`src/core/idc_defines.vh`:
```
// Field positions, encodings and register map of the instruction decoder
`ifndef IDC_DEFINES_VH
`define IDC_DEFINES_VH

`define IDC_PFX_RNG   13:12
`define IDC_OPC_RNG   11:8
`define IDC_DBIT      7
`define IDC_FADR_RNG  6:0
`define IDC_BSUB_RNG  11:10
`define IDC_BPOS_RNG  9:7
`define IDC_LIT_RNG   7:0
`define IDC_TGT_RNG   10:0
`define IDC_JBIT      11
`define IDC_LADD_RNG  11:9

`define IDC_CLS_BYTE  2'h0
`define IDC_CLS_BIT   2'h1
`define IDC_CLS_CTL   2'h2
`define IDC_CLS_LIT   2'h3

`define IDC_OPC_MISC  4'h0
`define IDC_OPC_CLR   4'h1
`define IDC_OPC_SUB   4'h2
`define IDC_OPC_DEC   4'h3
`define IDC_OPC_OR    4'h4
`define IDC_OPC_AND   4'h5
`define IDC_OPC_XOR   4'h6
`define IDC_OPC_ADD   4'h7
`define IDC_OPC_MOV   4'h8
`define IDC_OPC_COM   4'h9
`define IDC_OPC_INC   4'ha
`define IDC_OPC_DECSZ 4'hb
`define IDC_OPC_RRC   4'hc
`define IDC_OPC_RLC   4'hd
`define IDC_OPC_SWAP  4'he
`define IDC_OPC_INCSZ 4'hf

`define IDC_LOPC_OR   4'h8
`define IDC_LOPC_AND  4'h9
`define IDC_LOPC_XOR  4'ha
`define IDC_LOPC_SUB  3'h6
`define IDC_LOPC_ADD  3'h7
`define IDC_LSUB_LOAD 2'h0
`define IDC_LSUB_RET  2'h1

`define IDC_W_NOP     14'h0000
`define IDC_W_SLEEP   14'h0063
`define IDC_W_WATCHDOG_CLEAR_OP  14'h0064
`define IDC_W_RETURN  14'h0008
`define IDC_W_RETFIE  14'h0009
`define IDC_W_CLRW    14'h0103

`define IDC_OP_NOP    5'h00
`define IDC_OP_OR     5'h01
`define IDC_OP_AND    5'h02
`define IDC_OP_XOR    5'h03
`define IDC_OP_RLC    5'h04
`define IDC_OP_RRC    5'h05
`define IDC_OP_DEC    5'h06
`define IDC_OP_INC    5'h07
`define IDC_OP_BCLR   5'h08
`define IDC_OP_BSET   5'h09
`define IDC_OP_BTST   5'h0a
`define IDC_OP_LOAD   5'h0b
`define IDC_OP_SUBL   5'h0c
`define IDC_OP_ADDL   5'h0d
`define IDC_OP_ADD    5'h0e
`define IDC_OP_SUB    5'h0f
`define IDC_OP_CLR    5'h10
`define IDC_OP_COM    5'h11
`define IDC_OP_MOVF   5'h12
`define IDC_OP_MOVWF  5'h13
`define IDC_OP_SWAP   5'h14
`define IDC_OP_CALL   5'h15
`define IDC_OP_JUMP   5'h16
`define IDC_OP_RET    5'h17
`define IDC_OP_RETFIE 5'h18
`define IDC_OP_SLEEP  5'h19
`define IDC_OP_WDCLR  5'h1a

`define IDC_FLG_NONE  4'h0
`define IDC_FLG_Z     4'h1
`define IDC_FLG_C     4'h4
`define IDC_FLG_CDCZ  4'h7
`define IDC_FLG_TOPD  4'h8

`define IDC_SKP_NONE  2'h0
`define IDC_SKP_ZERO  2'h1
`define IDC_SKP_BCLR  2'h2
`define IDC_SKP_BSET  2'h3

`define IDC_RA_CTRL   4'h0
`define IDC_RA_TMR    4'h1
`define IDC_RA_PORTA  4'h2
`define IDC_RA_PORTB  4'h3
`define IDC_RA_STAT   4'h4
`define IDC_RA_COUNT  4'h5

`define IDC_CTRL_RST  1'h0
`define IDC_TMR_RST   7'h01
`define IDC_PORTA_RST 7'h05
`define IDC_PORTB_RST 7'h06

`endif

```
`src/core/idc_reset_sync.v`:
```
// Reset release synchroniser for the decoder
`timescale 1ns/10ps
`default_nettype none
module idc_reset_sync
(
  // Clock and raw reset
  input  wire core_clk,
  input  wire reset_n,
  // Synchronised reset
  output reg  rst_sync_n
);

  reg meta_n_reg;

  // Assert at once, release only on a clock edge to avoid a ragged release
  always @(posedge core_clk or negedge reset_n)
  begin
    if (!reset_n)
    begin
      meta_n_reg <= 1'b0;
      rst_sync_n <= 1'b0;
    end
    else
    begin
      meta_n_reg <= 1'b1;
      rst_sync_n <= meta_n_reg;
    end
  end

endmodule // idc_reset_sync
`default_nettype wire

```
`src/core/idc_decoder.v`:
```
// Instruction decoder for the 14-bit instruction word of the 8-bit core
//
// Summary of operation
// - Byte OR/AND/XOR decode, zero flag only
// - Byte rotates through carry, carry only
// - Decrement, skip on zero, no flags
// - Increment, skip on zero, no flags
// - Bit clear/set, no status flags
// - Bit tests skip when clear or set
// - Literal OR/AND/XOR into accumulator, zero only
// - Literal subtract and add update C, DC, Z
// - Literal load; return with literal, two cycles
// - Standby and watchdog clear update timeout, powerdown
// - Program counter change or true test: two cycles
// - Timer zero write clears assigned prescaler
// - Port read-modify-write reads pin levels
// - Destination bit selects accumulator or file
`include "idc_defines.vh"
`timescale 1ns/10ps
`default_nettype none
module idc_decoder
#(
  parameter ADDR_W = 4,
  parameter DATA_W = 32,
  parameter [6:0] TMR_ADDR_RST   = `IDC_TMR_RST,
  parameter [6:0] PORTA_ADDR_RST = `IDC_PORTA_RST,
  parameter [6:0] PORTB_ADDR_RST = `IDC_PORTB_RST
)
(
  // Clock and reset
  input  wire              core_clk,
  input  wire              reset_n,
  // Program memory side
  input  wire [13:0]       instr_word,
  input  wire              instr_valid,
  // Datapath feedback
  input  wire              skip_taken,
  // Decoded instruction
  output reg               op_valid,
  output reg  [4:0]        op_code,
  output reg  [1:0]        op_class,
  output reg               dest_file,
  output reg  [6:0]        file_addr,
  output reg  [2:0]        bit_pos,
  output reg  [7:0]        literal,
  output reg  [10:0]       target_addr,
  output reg  [3:0]        flag_update,
  output reg  [1:0]        skip_cond,
  output reg               two_cycle,
  output reg               flush_nop,
  output reg               prescaler_clear,
  output reg               use_pin_level,
  // Register port
  input  wire [ADDR_W-1:0] reg_addr,
  input  wire [DATA_W-1:0] reg_wdata,
  input  wire              reg_wr,
  input  wire              reg_rd,
  output reg  [DATA_W-1:0] reg_rdata
);

  localparam ST_EXEC  = 1'b0;
  localparam ST_FLUSH = 1'b1;

  wire rst_n;

  reg        state_reg;
  reg        state_next;
  reg        presc_assign_reg;
  reg [6:0]  tmr_addr_reg;
  reg [6:0]  porta_addr_reg;
  reg [6:0]  portb_addr_reg;
  reg [15:0] count_reg;
  reg [7:0]  squash_cnt_reg;

  reg [13:0] word;
  reg [4:0]  op_next;
  reg        dest_next;
  reg [3:0]  flg_next;
  reg [1:0]  skp_next;
  reg        two_next;
  reg        wrf_next;
  reg        rmw_next;
  reg        squash;
  reg        squash_now;
  reg [DATA_W-1:0] rd_next;

  function addr_hit;
    input [6:0] a;
    input [6:0] b;
    begin
      addr_hit = (a == b);
    end
  endfunction

  idc_reset_sync u_rst
  (
    .core_clk   (core_clk),
    .reset_n    (reset_n),
    .rst_sync_n (rst_n)
  );

  // Current instruction needs a second, idle cycle
  always @*
  begin
    squash_now = op_valid & (two_cycle |
                 ((skip_cond != `IDC_SKP_NONE) & skip_taken));
    squash = squash_now | (state_reg == ST_FLUSH);
  end

  always @*
  begin
    case (state_reg)
      ST_EXEC:
        state_next = (squash_now & ~instr_valid) ? ST_FLUSH : ST_EXEC;
      ST_FLUSH:
        state_next = instr_valid ? ST_EXEC : ST_FLUSH;
      default:
        state_next = ST_EXEC;
    endcase
  end

  // Word squashed into the idle cycle is decoded as a plain no-op
  always @*
  begin
    word      = (squash | ~instr_valid) ? `IDC_W_NOP : instr_word;
    op_next   = `IDC_OP_NOP;
    dest_next = 1'b0;
    flg_next  = `IDC_FLG_NONE;
    skp_next  = `IDC_SKP_NONE;
    two_next  = 1'b0;
    wrf_next  = 1'b0;
    rmw_next  = 1'b0;
    case (word[`IDC_PFX_RNG])
      `IDC_CLS_BYTE:
      begin
        dest_next = word[`IDC_DBIT];
        wrf_next  = word[`IDC_DBIT];
        rmw_next  = word[`IDC_DBIT];
        case (word[`IDC_OPC_RNG])
          `IDC_OPC_MISC:
          begin
            rmw_next = 1'b0;
            if (word[`IDC_DBIT])
              op_next = `IDC_OP_MOVWF;
            else if (word == `IDC_W_SLEEP)
              {op_next, flg_next} = {`IDC_OP_SLEEP, `IDC_FLG_TOPD};
            else if (word == `IDC_W_WATCHDOG_CLEAR_OP)
              {op_next, flg_next} = {`IDC_OP_WDCLR, `IDC_FLG_TOPD};
            else if (word == `IDC_W_RETURN)
              {op_next, two_next} = {`IDC_OP_RET, 1'b1};
            else if (word == `IDC_W_RETFIE)
              {op_next, two_next} = {`IDC_OP_RETFIE, 1'b1};
            else
              op_next = `IDC_OP_NOP;
          end
          `IDC_OPC_CLR:
          begin
            rmw_next = 1'b0;
            if (word[`IDC_DBIT] || word == `IDC_W_CLRW)
              {op_next, flg_next} = {`IDC_OP_CLR, `IDC_FLG_Z};
          end
          `IDC_OPC_OR:
            {op_next, flg_next} = {`IDC_OP_OR, `IDC_FLG_Z};
          `IDC_OPC_AND:
            {op_next, flg_next} = {`IDC_OP_AND, `IDC_FLG_Z};
          `IDC_OPC_XOR:
            {op_next, flg_next} = {`IDC_OP_XOR, `IDC_FLG_Z};
          `IDC_OPC_RLC:
            {op_next, flg_next} = {`IDC_OP_RLC, `IDC_FLG_C};
          `IDC_OPC_RRC:
            {op_next, flg_next} = {`IDC_OP_RRC, `IDC_FLG_C};
          `IDC_OPC_DECSZ:
            {op_next, skp_next} = {`IDC_OP_DEC, `IDC_SKP_ZERO};
          `IDC_OPC_INCSZ:
            {op_next, skp_next} = {`IDC_OP_INC, `IDC_SKP_ZERO};
          `IDC_OPC_DEC:
            {op_next, flg_next} = {`IDC_OP_DEC, `IDC_FLG_Z};
          `IDC_OPC_INC:
            {op_next, flg_next} = {`IDC_OP_INC, `IDC_FLG_Z};
          `IDC_OPC_ADD:
            {op_next, flg_next} = {`IDC_OP_ADD, `IDC_FLG_CDCZ};
          `IDC_OPC_SUB:
            {op_next, flg_next} = {`IDC_OP_SUB, `IDC_FLG_CDCZ};
          `IDC_OPC_MOV:
            {op_next, flg_next} = {`IDC_OP_MOVF, `IDC_FLG_Z};
          `IDC_OPC_COM:
            {op_next, flg_next} = {`IDC_OP_COM, `IDC_FLG_Z};
          `IDC_OPC_SWAP:
            op_next = `IDC_OP_SWAP;
          default:
            op_next = `IDC_OP_NOP;
        endcase
      end
      `IDC_CLS_BIT:
      begin
        case (word[`IDC_BSUB_RNG])
          2'h0:
          begin
            op_next   = `IDC_OP_BCLR;
            dest_next = 1'b1;
            wrf_next  = 1'b1;
            rmw_next  = 1'b1;
          end
          2'h1:
          begin
            op_next   = `IDC_OP_BSET;
            dest_next = 1'b1;
            wrf_next  = 1'b1;
            rmw_next  = 1'b1;
          end
          2'h2:
          begin
            op_next  = `IDC_OP_BTST;
            skp_next = `IDC_SKP_BCLR;
          end
          default:
          begin
            op_next  = `IDC_OP_BTST;
            skp_next = `IDC_SKP_BSET;
          end
        endcase
      end
      `IDC_CLS_CTL:
      begin
        op_next  = word[`IDC_JBIT] ? `IDC_OP_JUMP : `IDC_OP_CALL;
        two_next = 1'b1;
      end
      default:
      begin
        if (word[`IDC_BSUB_RNG] == `IDC_LSUB_LOAD)
          op_next = `IDC_OP_LOAD;
        else if (word[`IDC_BSUB_RNG] == `IDC_LSUB_RET)
          {op_next, two_next} = {`IDC_OP_RET, 1'b1};
        else if (word[`IDC_OPC_RNG] == `IDC_LOPC_OR)
          {op_next, flg_next} = {`IDC_OP_OR, `IDC_FLG_Z};
        else if (word[`IDC_OPC_RNG] == `IDC_LOPC_AND)
          {op_next, flg_next} = {`IDC_OP_AND, `IDC_FLG_Z};
        else if (word[`IDC_OPC_RNG] == `IDC_LOPC_XOR)
          {op_next, flg_next} = {`IDC_OP_XOR, `IDC_FLG_Z};
        else if (word[`IDC_LADD_RNG] == `IDC_LOPC_SUB)
          {op_next, flg_next} = {`IDC_OP_SUBL, `IDC_FLG_CDCZ};
        else if (word[`IDC_LADD_RNG] == `IDC_LOPC_ADD)
          {op_next, flg_next} = {`IDC_OP_ADDL, `IDC_FLG_CDCZ};
        else
          op_next = `IDC_OP_NOP;
      end
    endcase
  end

  // Decoded outputs, all registered
  always @(posedge core_clk or negedge rst_n)
  begin
    if (!rst_n)
    begin
      state_reg       <= ST_EXEC;
      op_valid        <= 1'b0;
      op_code         <= `IDC_OP_NOP;
      op_class        <= `IDC_CLS_BYTE;
      dest_file       <= 1'b0;
      file_addr       <= 7'h00;
      bit_pos         <= 3'h0;
      literal         <= 8'h00;
      target_addr     <= 11'h000;
      flag_update     <= `IDC_FLG_NONE;
      skip_cond       <= `IDC_SKP_NONE;
      two_cycle       <= 1'b0;
      flush_nop       <= 1'b0;
      prescaler_clear <= 1'b0;
      use_pin_level   <= 1'b0;
    end
    else
    begin
      state_reg       <= state_next;
      op_valid        <= instr_valid;
      op_code         <= op_next;
      op_class        <= word[`IDC_PFX_RNG];
      dest_file       <= dest_next;
      file_addr       <= word[`IDC_FADR_RNG];
      bit_pos         <= word[`IDC_BPOS_RNG];
      literal         <= word[`IDC_LIT_RNG];
      target_addr     <= word[`IDC_TGT_RNG];
      flag_update     <= flg_next;
      skip_cond       <= skp_next;
      two_cycle       <= two_next;
      flush_nop       <= instr_valid & squash;
      // Only writes into the timer count the prescaler clear
      prescaler_clear <= presc_assign_reg & wrf_next &
                         addr_hit(word[`IDC_FADR_RNG], tmr_addr_reg);
      // Port latches may disagree with pins; modify uses the pins
      use_pin_level   <= rmw_next &
                         (addr_hit(word[`IDC_FADR_RNG], porta_addr_reg) |
                          addr_hit(word[`IDC_FADR_RNG], portb_addr_reg));
    end
  end

  // Configuration registers and statistics
  always @(posedge core_clk or negedge rst_n)
  begin
    if (!rst_n)
    begin
      presc_assign_reg <= `IDC_CTRL_RST;
      tmr_addr_reg     <= TMR_ADDR_RST;
      porta_addr_reg   <= PORTA_ADDR_RST;
      portb_addr_reg   <= PORTB_ADDR_RST;
      count_reg        <= 16'h0000;
      squash_cnt_reg   <= 8'h00;
    end
    else
    begin
      if (reg_wr && reg_addr == `IDC_RA_CTRL)
        presc_assign_reg <= reg_wdata[0];
      if (reg_wr && reg_addr == `IDC_RA_TMR)
        tmr_addr_reg <= reg_wdata[`IDC_FADR_RNG];
      if (reg_wr && reg_addr == `IDC_RA_PORTA)
        porta_addr_reg <= reg_wdata[`IDC_FADR_RNG];
      if (reg_wr && reg_addr == `IDC_RA_PORTB)
        portb_addr_reg <= reg_wdata[`IDC_FADR_RNG];
      // Counters wrap; a write of any value clears them
      if (reg_wr && reg_addr == `IDC_RA_COUNT)
        count_reg <= 16'h0000;
      else if (instr_valid && !squash)
        count_reg <= count_reg + 16'h0001;
      if (reg_wr && reg_addr == `IDC_RA_COUNT)
        squash_cnt_reg <= 8'h00;
      else if (instr_valid && squash)
        squash_cnt_reg <= squash_cnt_reg + 8'h01;
    end
  end

  always @*
  begin
    rd_next = {DATA_W{1'b0}};
    case (reg_addr)
      `IDC_RA_CTRL:  rd_next[0] = presc_assign_reg;
      `IDC_RA_TMR:   rd_next[6:0] = tmr_addr_reg;
      `IDC_RA_PORTA: rd_next[6:0] = porta_addr_reg;
      `IDC_RA_PORTB: rd_next[6:0] = portb_addr_reg;
      `IDC_RA_STAT:  rd_next[10:0] = {state_reg, squash_cnt_reg, op_class};
      `IDC_RA_COUNT: rd_next[15:0] = count_reg;
      default:       rd_next = {DATA_W{1'b0}};
    endcase
  end

  // Read data stands only in the cycle after the strobe
  always @(posedge core_clk or negedge rst_n)
  begin
    if (!rst_n)
      reg_rdata <= {DATA_W{1'b0}};
    else
      reg_rdata <= reg_rd ? rd_next : {DATA_W{1'b0}};
  end

endmodule // idc_decoder
`default_nettype wire

```
`config.mk`:
```
export PLATFORM = sky130hd
export DESIGN_NAME = idc_decoder
export DESIGN_NICKNAME = d
export VERILOG_FILES = /design/src/core/idc_reset_sync.v /design/src/core/idc_decoder.v
export VERILOG_INCLUDE_DIRS = /design/src /design/src/core
export SDC_FILE = /design/constraint.sdc
export NUM_CORES = 1
export LEC_CHECK = 0
export BUFFER_PORTS_ARGS = -buffer_cell sky130_fd_sc_hd__buf_4
export CORE_MARGIN = 1.5
export CORE_UTILIZATION = 46
export CTS_BUF_LIST = sky130_fd_sc_hd__clkbuf_2
export CTS_CLUSTER_DIAMETER = 40
export CTS_CLUSTER_SIZE = 20
export DETAILED_ROUTE_END_ITERATION = 7
export PLACE_DENSITY = 0.69
export SETUP_SLACK_MARGIN = 0.02
export SLEW_MARGIN = 20
export SYNTH_ARGS = -nofsm -noshare
export SYNTH_HDL_FRONTEND = slang
export SYNTH_HIERARCHICAL = 1
export SYNTH_SLANG_ARGS = --single-unit
```
`constraint.sdc`:
```
create_clock -name core_clk -period 4.2 [get_ports core_clk]
set_input_delay 0.21 -clock core_clk [delete_from_list [all_inputs] [get_ports core_clk]]
set_output_delay 0.21 -clock core_clk [all_outputs]
set_load 0.005 [all_outputs]
```
[After elaboration in Yosys (flattened, before gate mapping)]
Cells that the tools add are included.
Storage, ports and cells
  register bits after elaboration: 113
  input port bits: 56
  output and inout port bits: 80
  logic and storage cells: 157
Cells by class
  add/sub/neg operators: 2
  eq/ne operators: 34
  muxes and demuxes: 59
  bitwise operators: 13
  reductions and logical operators: 25
Operator list (number)
  one-hot mux 5 bit (14 select lines): 1
  two-way mux 16 bit: 3
  two-way mux 5 bit: 9
  equality test 4 bit, second input constant: 8
  two-way mux 4 bit: 8
  one-hot mux 6 bit (5 select lines): 1
  equality test 14 x 4 -> 1 bit, second input constant: 2
  equality test 14 x 7 -> 1 bit, second input constant: 2
  equality test 4 x 3 -> 1 bit, second input constant: 6
  equality test 7 bit: 3
  two-way mux 3 bit: 7
  one-hot mux 4 bit (5 select lines): 1
  adder 16 x 1 -> 16 bit, second input constant: 1
  equality test 4 x 2 -> 1 bit, second input constant: 4
  two-way mux 8 bit: 2
  one-hot mux 4 bit (2 select lines): 2
  OR reduction 2 bit: 8
  one-hot mux 5 bit (3 select lines): 1
  equality test 14 x 9 -> 1 bit, second input constant: 1
  two-way mux 1 bit: 14
  two-way mux 14 bit: 1
  one-hot mux 2 bit (2 select lines): 3
  adder 8 x 1 -> 8 bit, second input constant: 1
  equality test 4 x 1 -> 1 bit, second input constant: 2
  other kinds (17): 42

[Logic depth before layout (Yosys ltp)]
Gate-level depths: netlist (run 1).
  depth after elaboration: 16
  mapped depth: 12
  gate-level depth less buffers: 9

[Cells and area by module]
The synthesis (run 1) kept the hierarchy.
Modules (own cells, without submodules)
  idc_decoder: instances 1, cells an instance 523, area each 5161.2 um2, seq. area each 2333.5 um2
  idc_reset_sync: instances 1, cells an instance 3, area each 53.8 um2, seq. area each 50.0 um2

[Worst setup path before layout (run 1)]
OpenSTA, ideal clock, no wires.
  kind: flip-flop to flip-flop
  from: register skip_cond[1]
  to: register op_code[0]
  library setup time: 0.122 ns
  data arrival time: 2.727 ns
  data required time: 4.078 ns
  setup slack: 1.352 ns
  stages on the path, launching flop included: 11
  path buffers: 3
  clock period less this slack: 2.848 ns
  cell sequence: dfrtp_1 -> o211a_1 -> buf_6 -> nor3_4 -> clkbuf_1 -> nand2_1 -> ha_1 -> clkbuf_1 -> or4_1 -> nand2b_1 -> a32o_1
On the way
  cells in the longest elaborated chain, start to end: 16
  elaborated cells on any way between the ends: 50
  those cells by class: 23 x eq/ne; 16 x mux; 5 x bitwise; 6 x reduce/logical
RTL lines
  start, declared: line idc_decoder.v:48  | output reg [1:0] skip_cond,
  start signal, assigned: line idc_decoder.v:265  | skip_cond <= `IDC_SKP_NONE;
  start signal, assigned: line idc_decoder.v:283  | skip_cond <= skp_next;
  nonzero test 2 bit (no source line) *
  bitwise AND 1 bit *: line idc_decoder.v:106  | ((skip_cond != `IDC_SKP_NONE) & skip_taken));
  OR 1 bit *: line idc_decoder.v:105  | squash_now = op_valid & (two_cycle |
  bitwise AND 1 bit *: line idc_decoder.v:105
  OR 1 bit *: line idc_decoder.v:107  | squash = squash_now | (state_reg == ST_FLUSH);
  OR 1 bit *: line idc_decoder.v:125  | word = (squash | ~instr_valid) ? `IDC_W_NOP : instr_word;
  two-way mux 14 bit *: line idc_decoder.v:125
  branches (longest 8 deep; another with equality test 14 x 4 -> 1 bit)
  one-hot mux 5 bit (3 select lines) *: line idc_decoder.v:133  | case (word[`IDC_PFX_RNG])
  net op_next[0]: line idc_decoder.v:76  | reg [4:0] op_next;
  end signal, assigned: line idc_decoder.v:257  | op_code <= `IDC_OP_NOP;
  end signal, assigned: line idc_decoder.v:275  | op_code <= op_next;
  end, declared: line idc_decoder.v:40  | output reg [4:0] op_code,
Mark *: on every way through the listed nets, which the timed path passes.
A chain may end at the register's enable or synchronous reset.

[Worst setup path after layout (run 1)]
  from: register op_valid
  to: register op_code[3]
On the way
  cells in the longest elaborated chain, start to end: 13
  elaborated cells on any way between the ends: 47
  those cells by class: 24 x eq/ne; 15 x mux; 3 x bitwise; 5 x reduce/logical
RTL lines
  start, declared: line idc_decoder.v:39  | output reg op_valid,
  start signal, assigned: line idc_decoder.v:274  | op_valid <= instr_valid;
  bitwise AND 1 bit *: line idc_decoder.v:105
  OR 1 bit *: line idc_decoder.v:107
  OR 1 bit *: line idc_decoder.v:125
  two-way mux 14 bit *: line idc_decoder.v:125
  branches (longest 8 deep; another with equality test 14 x 4 -> 1 bit)
  one-hot mux 5 bit (3 select lines) *: line idc_decoder.v:133
  net op_next[3]: line idc_decoder.v:76
Marked as above.

==> impl_summary.txt, run 1 <==
----------------------------------------------------
[Logic synthesis]
  Number of synthesized flops with an enable pin ... 0
  Syn Std Cell Area ... approximately 5200 sq um
  Distinct cells, synth ... 63
  Syn Inst Count ... around 530
  Post-synth top flop ... sky130_fd_sc_hd__dfrtp_1
  Synth warn ... 6
  Avg Inst Size Synth ... 9.91 sq um
  Post-synthesis sequential element count ... 95
  Portion of the post-synthesis area used by sequential elements ... 45.7%
  Async set-or-reset flop fraction in the synthesized netlist ... 100%

[Routing]
  Wire length per cell after detailed routing ... roughly 18 microns
  Violation count after the first detailed-route iteration ... 341
  DRC ... 0
  Post-DR vias/cell ... slightly below 6
  Antenna viol nets, final ... 0
  Total vias in the final route ... between 4000 and 5000
  Post-Route WL ... 13300 microns
  Number of iterations in the first detailed-routing pass ... 5

[GRT]
  Global routing met2 resource utilization ... 35.8%
  Met3 track demand over resource ... 3.50%
  Overall track demand over capacity in global routing ... ~23%
  Maximum number of pins on one net before global-route repair ... just over 60
  Vias in the first global route ... 3988
  GR Overflow Total ... 0
  Global-route wire length before repair ... approximately 21000 microns
  Antenna violations before repair ... 0
  Met1 demand-to-capacity share in global routing ... 32.6%
  Busiest layer in global routing ... met2

[STA]
  Unrepaired setup endpoints after global routing ... false
  Worst slew margin relative to its limit ... a little under half
  Max-slew violations ... 0
  Setup violators final ... 0
  Total Negative Setup Slacks ... 0 ns
  Number of hold-slack violations in the final timing report ... 0
  Maximum achievable frequency ... about 0.33 GHz
  Worst clock skew on the final layout ... between 0.02 and 0.025 ns
  Transition time at the pin with the least slew margin ... a little under 0.8 ns
  Time the worst path needs with I/O delays and setup ... 3.06 ns
  Crit share post-route ... 72.9%

[Cells and area]
  Area Growth Syn to Fin ... 19.3%
  Commonest non-fill, non-tap cell in the layout ... sky130_fd_sc_hd__buf_4
  Final Cell Area ... 6220 sq um
  Most used cells in the layout excluding fill and tap cells ... sky130_fd_sc_hd__buf_4, sky130_fd_sc_hd__dfrtp_1, sky130_fd_sc_hd__nor2_1, sky130_fd_sc_hd__dlygate4sd3_1
  Number of nets in the finished design ... 681
  Seq. cell area ... roughly 2400 sq um
  Proportion of layout cells with a drive suffix above 1 ... 23.8%
  Diode count ... 0
  # fillers ... between 900 and 1000
  Area of the multi-input gates ... about 2500 sq um

[Power and ir drop]
  PwrDens ... ~350 nW/um^2
  Static Leak ... about 0.0028 uW
  IR Drop Worst-Case VDD ... between 200 and 250 uV

[Floorplan]
  Die Footprint ... 12000 sq um
  Number of primary I/O pins ... 136
  Starting Density ... 47.7%
  Overall die width ... roughly 110 microns
  Chip height ... 109 microns
  Cell Rows ... 38
  Core Box Area ... between 10000 and 15000 sq um

[Outcome]
  Status ... finished clean

[Clock tree]
  CTS sink cnt ... 95
  H-tree level count ... 3
  Clock buffer depth ... 2
  Cts bufs inserted ... 9
  Root Buffer ... sky130_fd_sc_hd__clkbuf_2
  Post-CTS setup buffer count ... 0
  Clock latency on the worst-skew pair ... 0.59 ns
  Clock-pin transition on the worst setup and hold timing paths ... around 0.25 ns
  CTS tree ... yes

[Worst hold path]
  Min-Delay Path Class ... input pin to flop
  Number of cells on the worst hold path ... 3

[Place]
  Post-detailed-placement cell area ... just under 6000 sq um
  HPWL after detailed placement ... 9580 microns
  Final Wtd Congestion ... around 0.9
  Count of buffers from port buffering ... 94

[Flow run]
  Max cap viols ... 0

[Worst setup path]
  Worst Setup Start Kind ... flop
  Arrival time of data at the critical path endpoint ... 3.58 ns
  Type of destination of the critical path ... flop
  Number of cells on the worst reg-to-reg path ... 9
  Worst Setup Path Type ... flop to flop
  Required time worst endpoint ... ~4.7 ns
  Highest net fanout along the worst path ... 9

----------------------------------------------------
==> metal layers <==
layer,part of all wire (%),vias up
met4,2.2,0
li1,-,2055
met1,45,2173
met2,46,218
met5,0,-
met3,7.0,27
==> Yosys cell counts, types with 11 or more instances <==
library cell               number  area share [%]
sky130_fd_sc_hd__inv_1         12            0.86
sky130_fd_sc_hd__a21oi_1       26             2.5
sky130_fd_sc_hd__clkbuf_1      21             1.5
sky130_fd_sc_hd__o21ai_0       17             1.6
sky130_fd_sc_hd__a22oi_1       14             2.0
sky130_fd_sc_hd__xor2_1        14             2.4
sky130_fd_sc_hd__xnor2_1       15             2.5
sky130_fd_sc_hd__nand3_1       17             1.6
sky130_fd_sc_hd__buf_4         34             4.9
sky130_fd_sc_hd__nor2_1        49             3.5
sky130_fd_sc_hd__nand2_1       26             1.9
sky130_fd_sc_hd__nand4_1       11             1.3
sky130_fd_sc_hd__mux2_2        23             5.0
sky130_fd_sc_hd__nor4_1        13             1.6
sky130_fd_sc_hd__dfrtp_1       90              43
==> per-stage QoR <==
stage | util (%) | setup slack, ns | power [uW] | instances | hold WS (ns)
floorplan | - | 1.35 | 1510 | 541 | -0.0856
global placement | 53.1 | 1.33 | 1660 | 716 | -0.00762
detailed placement | 53.1 | 1.24 | 1680 | 716 | -0.00665
CTS | 56.9 | 1.17 | 2150 | 762 | 0.0296
global route | 56.9 | 0.899 | 2270 | 762 | 0.0333
finish | 56.9 | 1.14 | 2150 | 762 | 0.0357
==> where the power goes <==
group          total (uW)  leakage [uW]  switching (uW)  internal, uW
Combinational         489       0.00153             233           256
Clock                 461     0.0000722             322           140
Sequential           1200       0.00124             162          1040
Total                2150       0.00284             717          1430
==> area by class of cell <==
class / instances / share of cell area (%)
multi-input cells: 370 / 39.5
flip-flops and latches: 95 / 38.4
repair buffers: 129 / 16.8
well taps: 140 / 2.81
clock inverters: 7 / 1.11
clock buffers: 9 / 0.724
inverters: 12 / 0.724
==> kinds of logic after synthesis <==
family | share of synthesized area (%)
DFF | 45.7
and+or+nand+nor | 18.8
adders and majority gates | 1.92
other | 0.144
xor gates and xnor gates | 4.87
muxes | 5.54
AOI/OAI and AO/OA | 14.8
buffers and inverters | 8.23
==> timing repair <==
| item | CTS | global route |
|---|---|---|
| hold buffers | 30 | 0 |
| endpoints found under the hold margin | 53 | 0 |
| gates resized for setup | 0 | 0 |
==> worst max-delay path, cell delays in order, from the launching register on <==
cell	delay [ns]
sky130_fd_sc_hd__dfrtp_1	0.49
sky130_fd_sc_hd__o211a_1	0.48
sky130_fd_sc_hd__nor3_4	0.09
sky130_fd_sc_hd__nand2_1	0.19
sky130_fd_sc_hd__ha_1	0.35
sky130_fd_sc_hd__nor3b_1	0.23
sky130_fd_sc_hd__nand4_1	0.28
sky130_fd_sc_hd__nor4_1	0.48
sky130_fd_sc_hd__o211ai_1	0.21
sky130_fd_sc_hd__a21oi_1	0.19
==> path summary, 6_finish.rpt <==
kind	startpoint	to	slack, ns
worst max-delay path	op_valid	op_code[3]	1.14
worst min-delay path	instr_word[9]	skip_cond[0]	0.04
worst max register to register	op_valid	op_code[3]	1.14
worst min register to register	u_rst/meta_n_reg	u_rst/rst_sync_n	0.39
max in group asynchronous	u_rst/rst_sync_n	target_addr[7]	2.86
min in group asynchronous	reset_n	u_rst/rst_sync_n	0.42
(Power assumes the default switching activity.)
==> run 2, diff against run 1 <==
Clock period 4.2 ns to 3.1 ns, I/O delays scaled along.
==> run 2 against run 1 <==
Die area did not move. Sequential power rose by 35%. Clock power is 36% higher. Critical endpoint is now op_code[1]. Largest cell class unchanged.
==> impl_summary.txt, run 2 (synthesis results as in run 1) <==
----------------------------------------------------
[STA]
  Max-slew violations ... 0 (unchanged)
  Worst clock skew on the final layout ... 0.0467 ns (was 0.0200 ns)
  Transition time at the pin with the least slew margin ... 0.708 ns (was 0.781 ns)
  Time the worst path needs with I/O delays and setup ... 2.94 ns (was 3.06 ns)
  Number of hold-slack violations in the final timing report ... 0 (unchanged)
  Worst slew margin relative to its limit ... 52.5% (was 48.0%)
  Unrepaired setup endpoints after global routing ... false (unchanged)
  Crit share post-route ... 95.0% (was 72.9%)
  Total Negative Setup Slacks ... 0 ns (unchanged)
  Setup violators final ... 0 (unchanged)
  Maximum achievable frequency ... 0.340 GHz (was 0.327 GHz)

[Routing]
  Number of iterations in the first detailed-routing pass ... 7 (was 5)
  DRC ... 0 (unchanged)
  Wire length per cell after detailed routing ... 17.2 microns (was 17.5 microns)
  Post-Route WL ... 13300 microns (about the same)
  Violation count after the first detailed-route iteration ... 323 (was 341)
  Total vias in the final route ... 4455 (was 4473)
  Antenna viol nets, final ... 0 (unchanged)
  Post-DR vias/cell ... 5.79 (was 5.87)

[Worst setup path]
  Required time worst endpoint ... 3.59 ns (was 4.72 ns)
  Largest delay share family, worst path ... compound AO/OA/AOI/OAI gates (was simple AND/OR/NAND/NOR gates)
  Arrival time of data at the critical path endpoint ... 3.44 ns (was 3.58 ns)
  Worst Setup Start Kind ... flop (unchanged)
  Reg-to-reg setup timing slack ... 0.16 ns (was 1.14 ns)
  Cells along the critical path ... o211a_2 -> nor3_4 -> nand2_1 -> ha_1 -> nor3b_1 -> nand4_1 -> o31ai_1 -> o21ai_0 -> a32oi_1 (was o211a_1 -> nor3_4 -> nand2_1 -> ha_1 -> nor3b_1 -> nand4_1 -> nor4_1 -> o211ai_1 -> a21oi_1)
  Slowest CP cell ... sky130_fd_sc_hd__dfrtp_1 (unchanged)
  Reg-to-reg endpoint ... op_code[1] (was op_code[3])
  Worst Setup Path Type ... flop to flop (unchanged)
  Type of destination of the critical path ... flop (unchanged)
  Number of buffer and inverter instances along the worst setup path ... 0 (unchanged)
  Highest net fanout along the worst path ... 9 (unchanged)
  Slowest Stage Delay on Critical Path ... 0.48 ns (was 0.49 ns)
  Number of cells on the worst reg-to-reg path ... 9 (unchanged)
  Start of the worst register-to-register path ... op_valid (unchanged)

[Power and ir drop]
  Part of the total power dissipated in combinational logic ... 23.2% (was 22.8%)
  Static Leak ... 0.00287 uW (was 0.00284 uW)
  PwrDens ... 463 nW/um^2 (was 345 nW/um^2)
  Power Internal ... 1960 uW (was 1430 uW)
  Sw Ratio ... 33.1% (was 33.3%)
  IR Drop Worst-Case VDD ... 289 uV (was 228 uV)
  Fraction of power consumed by sequential logic ... 55.4% (was 55.8%)
  Clock power frac ... 21.5% (about the same)
  Final Total Pwr ... 2920 uW (was 2150 uW)
  Net switching power of the design ... 965 uW (was 717 uW)

[Floorplan]
  Chip height ... 109 microns (unchanged)
  Die Footprint ... 12000 sq um (unchanged)
  Cell Rows ... 38 (unchanged)
  Starting Density ... 47.7% (unchanged)
  Number of primary I/O pins ... 136 (unchanged)
  Overall die width ... 109 microns (unchanged)
  Core Box Area ... 10900 sq um (unchanged)

[Place]
  HPWL after detailed placement ... 9780 microns (was 9580 microns)
  Final Wtd Congestion ... 0.929 (was 0.903)
  Count of buffers from port buffering ... 94 (unchanged)

[Clock tree]
  Root Buffer ... sky130_fd_sc_hd__clkbuf_2 (unchanged)
  CTS tree ... yes (unchanged)
  Clock latency on the worst-skew pair ... 0.60 ns (was 0.59 ns)
  H-tree level count ... 3 (unchanged)
  Post-CTS setup buffer count ... 0 (unchanged)
  Clock-pin transition on the worst setup and hold timing paths ... 0.26 ns (was 0.25 ns)
  Cts bufs inserted ... 9 (unchanged)
  CTS sink cnt ... 95 (unchanged)
  Clock buffer depth ... 2 (unchanged)

[GRT]
  Overall track demand over capacity in global routing ... 23.5% (was 23.0%)
  GR Overflow Total ... 0 (unchanged)
  Vias in the first global route ... 4165 (was 3988)
  Antenna violations before repair ... 0 (unchanged)
  Maximum number of pins on one net before global-route repair ... 59 (was 62)
  Global-route wire length before repair ... 21500 microns (was 21000 microns)

[Worst hold path]
  Number of cells on the worst hold path ... 2 (was 3)
  Min-Delay Path Class ... input pin to flop (unchanged)
  Worst min-delay path endpoint ... op_valid (was skip_cond[0])
  Source of the worst hold timing path ... instr_valid (was instr_word[9])

[Cells and area]
  Number of nets in the finished design ... 689 (was 681)
  Diode count ... 0 (unchanged)
  # fillers ... 985 (was 961)
  Seq. cell area ... 2390 sq um (unchanged)
  Area of the multi-input gates ... 2460 sq um (about the same)
  Area Growth Syn to Fin ... 21.1% (was 19.3%)
  Most used cells in the layout excluding fill and tap cells ... sky130_fd_sc_hd__buf_4, sky130_fd_sc_hd__dfrtp_1, sky130_fd_sc_hd__nor2_1, sky130_fd_sc_hd__dlygate4sd3_1 (unchanged)
  Commonest non-fill, non-tap cell in the layout ... sky130_fd_sc_hd__buf_4 (unchanged)
  Proportion of layout cells with a drive suffix above 1 ... 24.8% (was 23.8%)

[Outcome]
  Status ... finished clean (unchanged)

[Flow run]
  Max cap viols ... 0 (unchanged)

----------------------------------------------------
==> run 2: layout make-up <==
cell class	instances	share of cell area (%)
multi-input combinational	370	39.0
timing repair buffer	137	17.8
clock inverter	6	1.07
inverter	12	0.713
tap	140	2.77
clock buffer	10	0.793
sequential	95	37.8
==> run 2: what timing repair did <==
item | 4_1_cts | 5_1_grt
endpoints found under the setup margin | 0 | 3
gates resized for setup | 0 | 2
hold buffers | 33 | 0
endpoints found under the hold margin | 64 | 0
==> run 2: power by group through the flow <==
stage          combinational (uW)  sequential, uW  clock [uW]
6_report                      677            1620         627
5_1_grt                       757            1640         690
4_1_cts                       678            1610         641
2_1_floorplan                 471            1570           0
3_3_place_gp                  628            1630           0
3_5_place_dp                  643            1640           0
==> run 2: worst max path at each step <==
stage | depth (start not counted) | to | from
global route | 9 | op_code[1] | op_valid
floorplan | 10 | op_code[0] | skip_cond[1]
finish | 9 | op_code[1] | op_valid
detailed placement | 9 | op_code[3] | op_valid
global placement | 9 | op_code[1] | op_valid
CTS | 9 | op_code[1] | op_valid
==> run 2: through the flow <==
step           std cells  util [%]  cell area, sq um  worst slack, ns  hold WS (ns)
2_1_floorplan        541         -              5270            0.252        -0.141
3_3_place_gp         721      53.6              5860            0.392       -0.0630
3_5_place_dp         721      53.6              5860            0.240       -0.0623
4_1_cts              770      57.7              6310            0.187         0.231
5_1_grt              770      57.7              6310          0.00899         0.235
6_report             770      57.7              6310            0.155         0.244
==> run 2: metal layers <==
| metal | vias up | GRT usage (%) | wire length (microns) |
|---|---|---|---|
| met5 | - | 0 | 0 |
| met4 | 0 | 8.63 | 261 |
| met3 | 19 | 3.44 | 1010 |
| met2 | 215 | 37.1 | 6180 |
| met1 | 2142 | 32.7 | 5830 |
| li1 | 2079 | - | - |
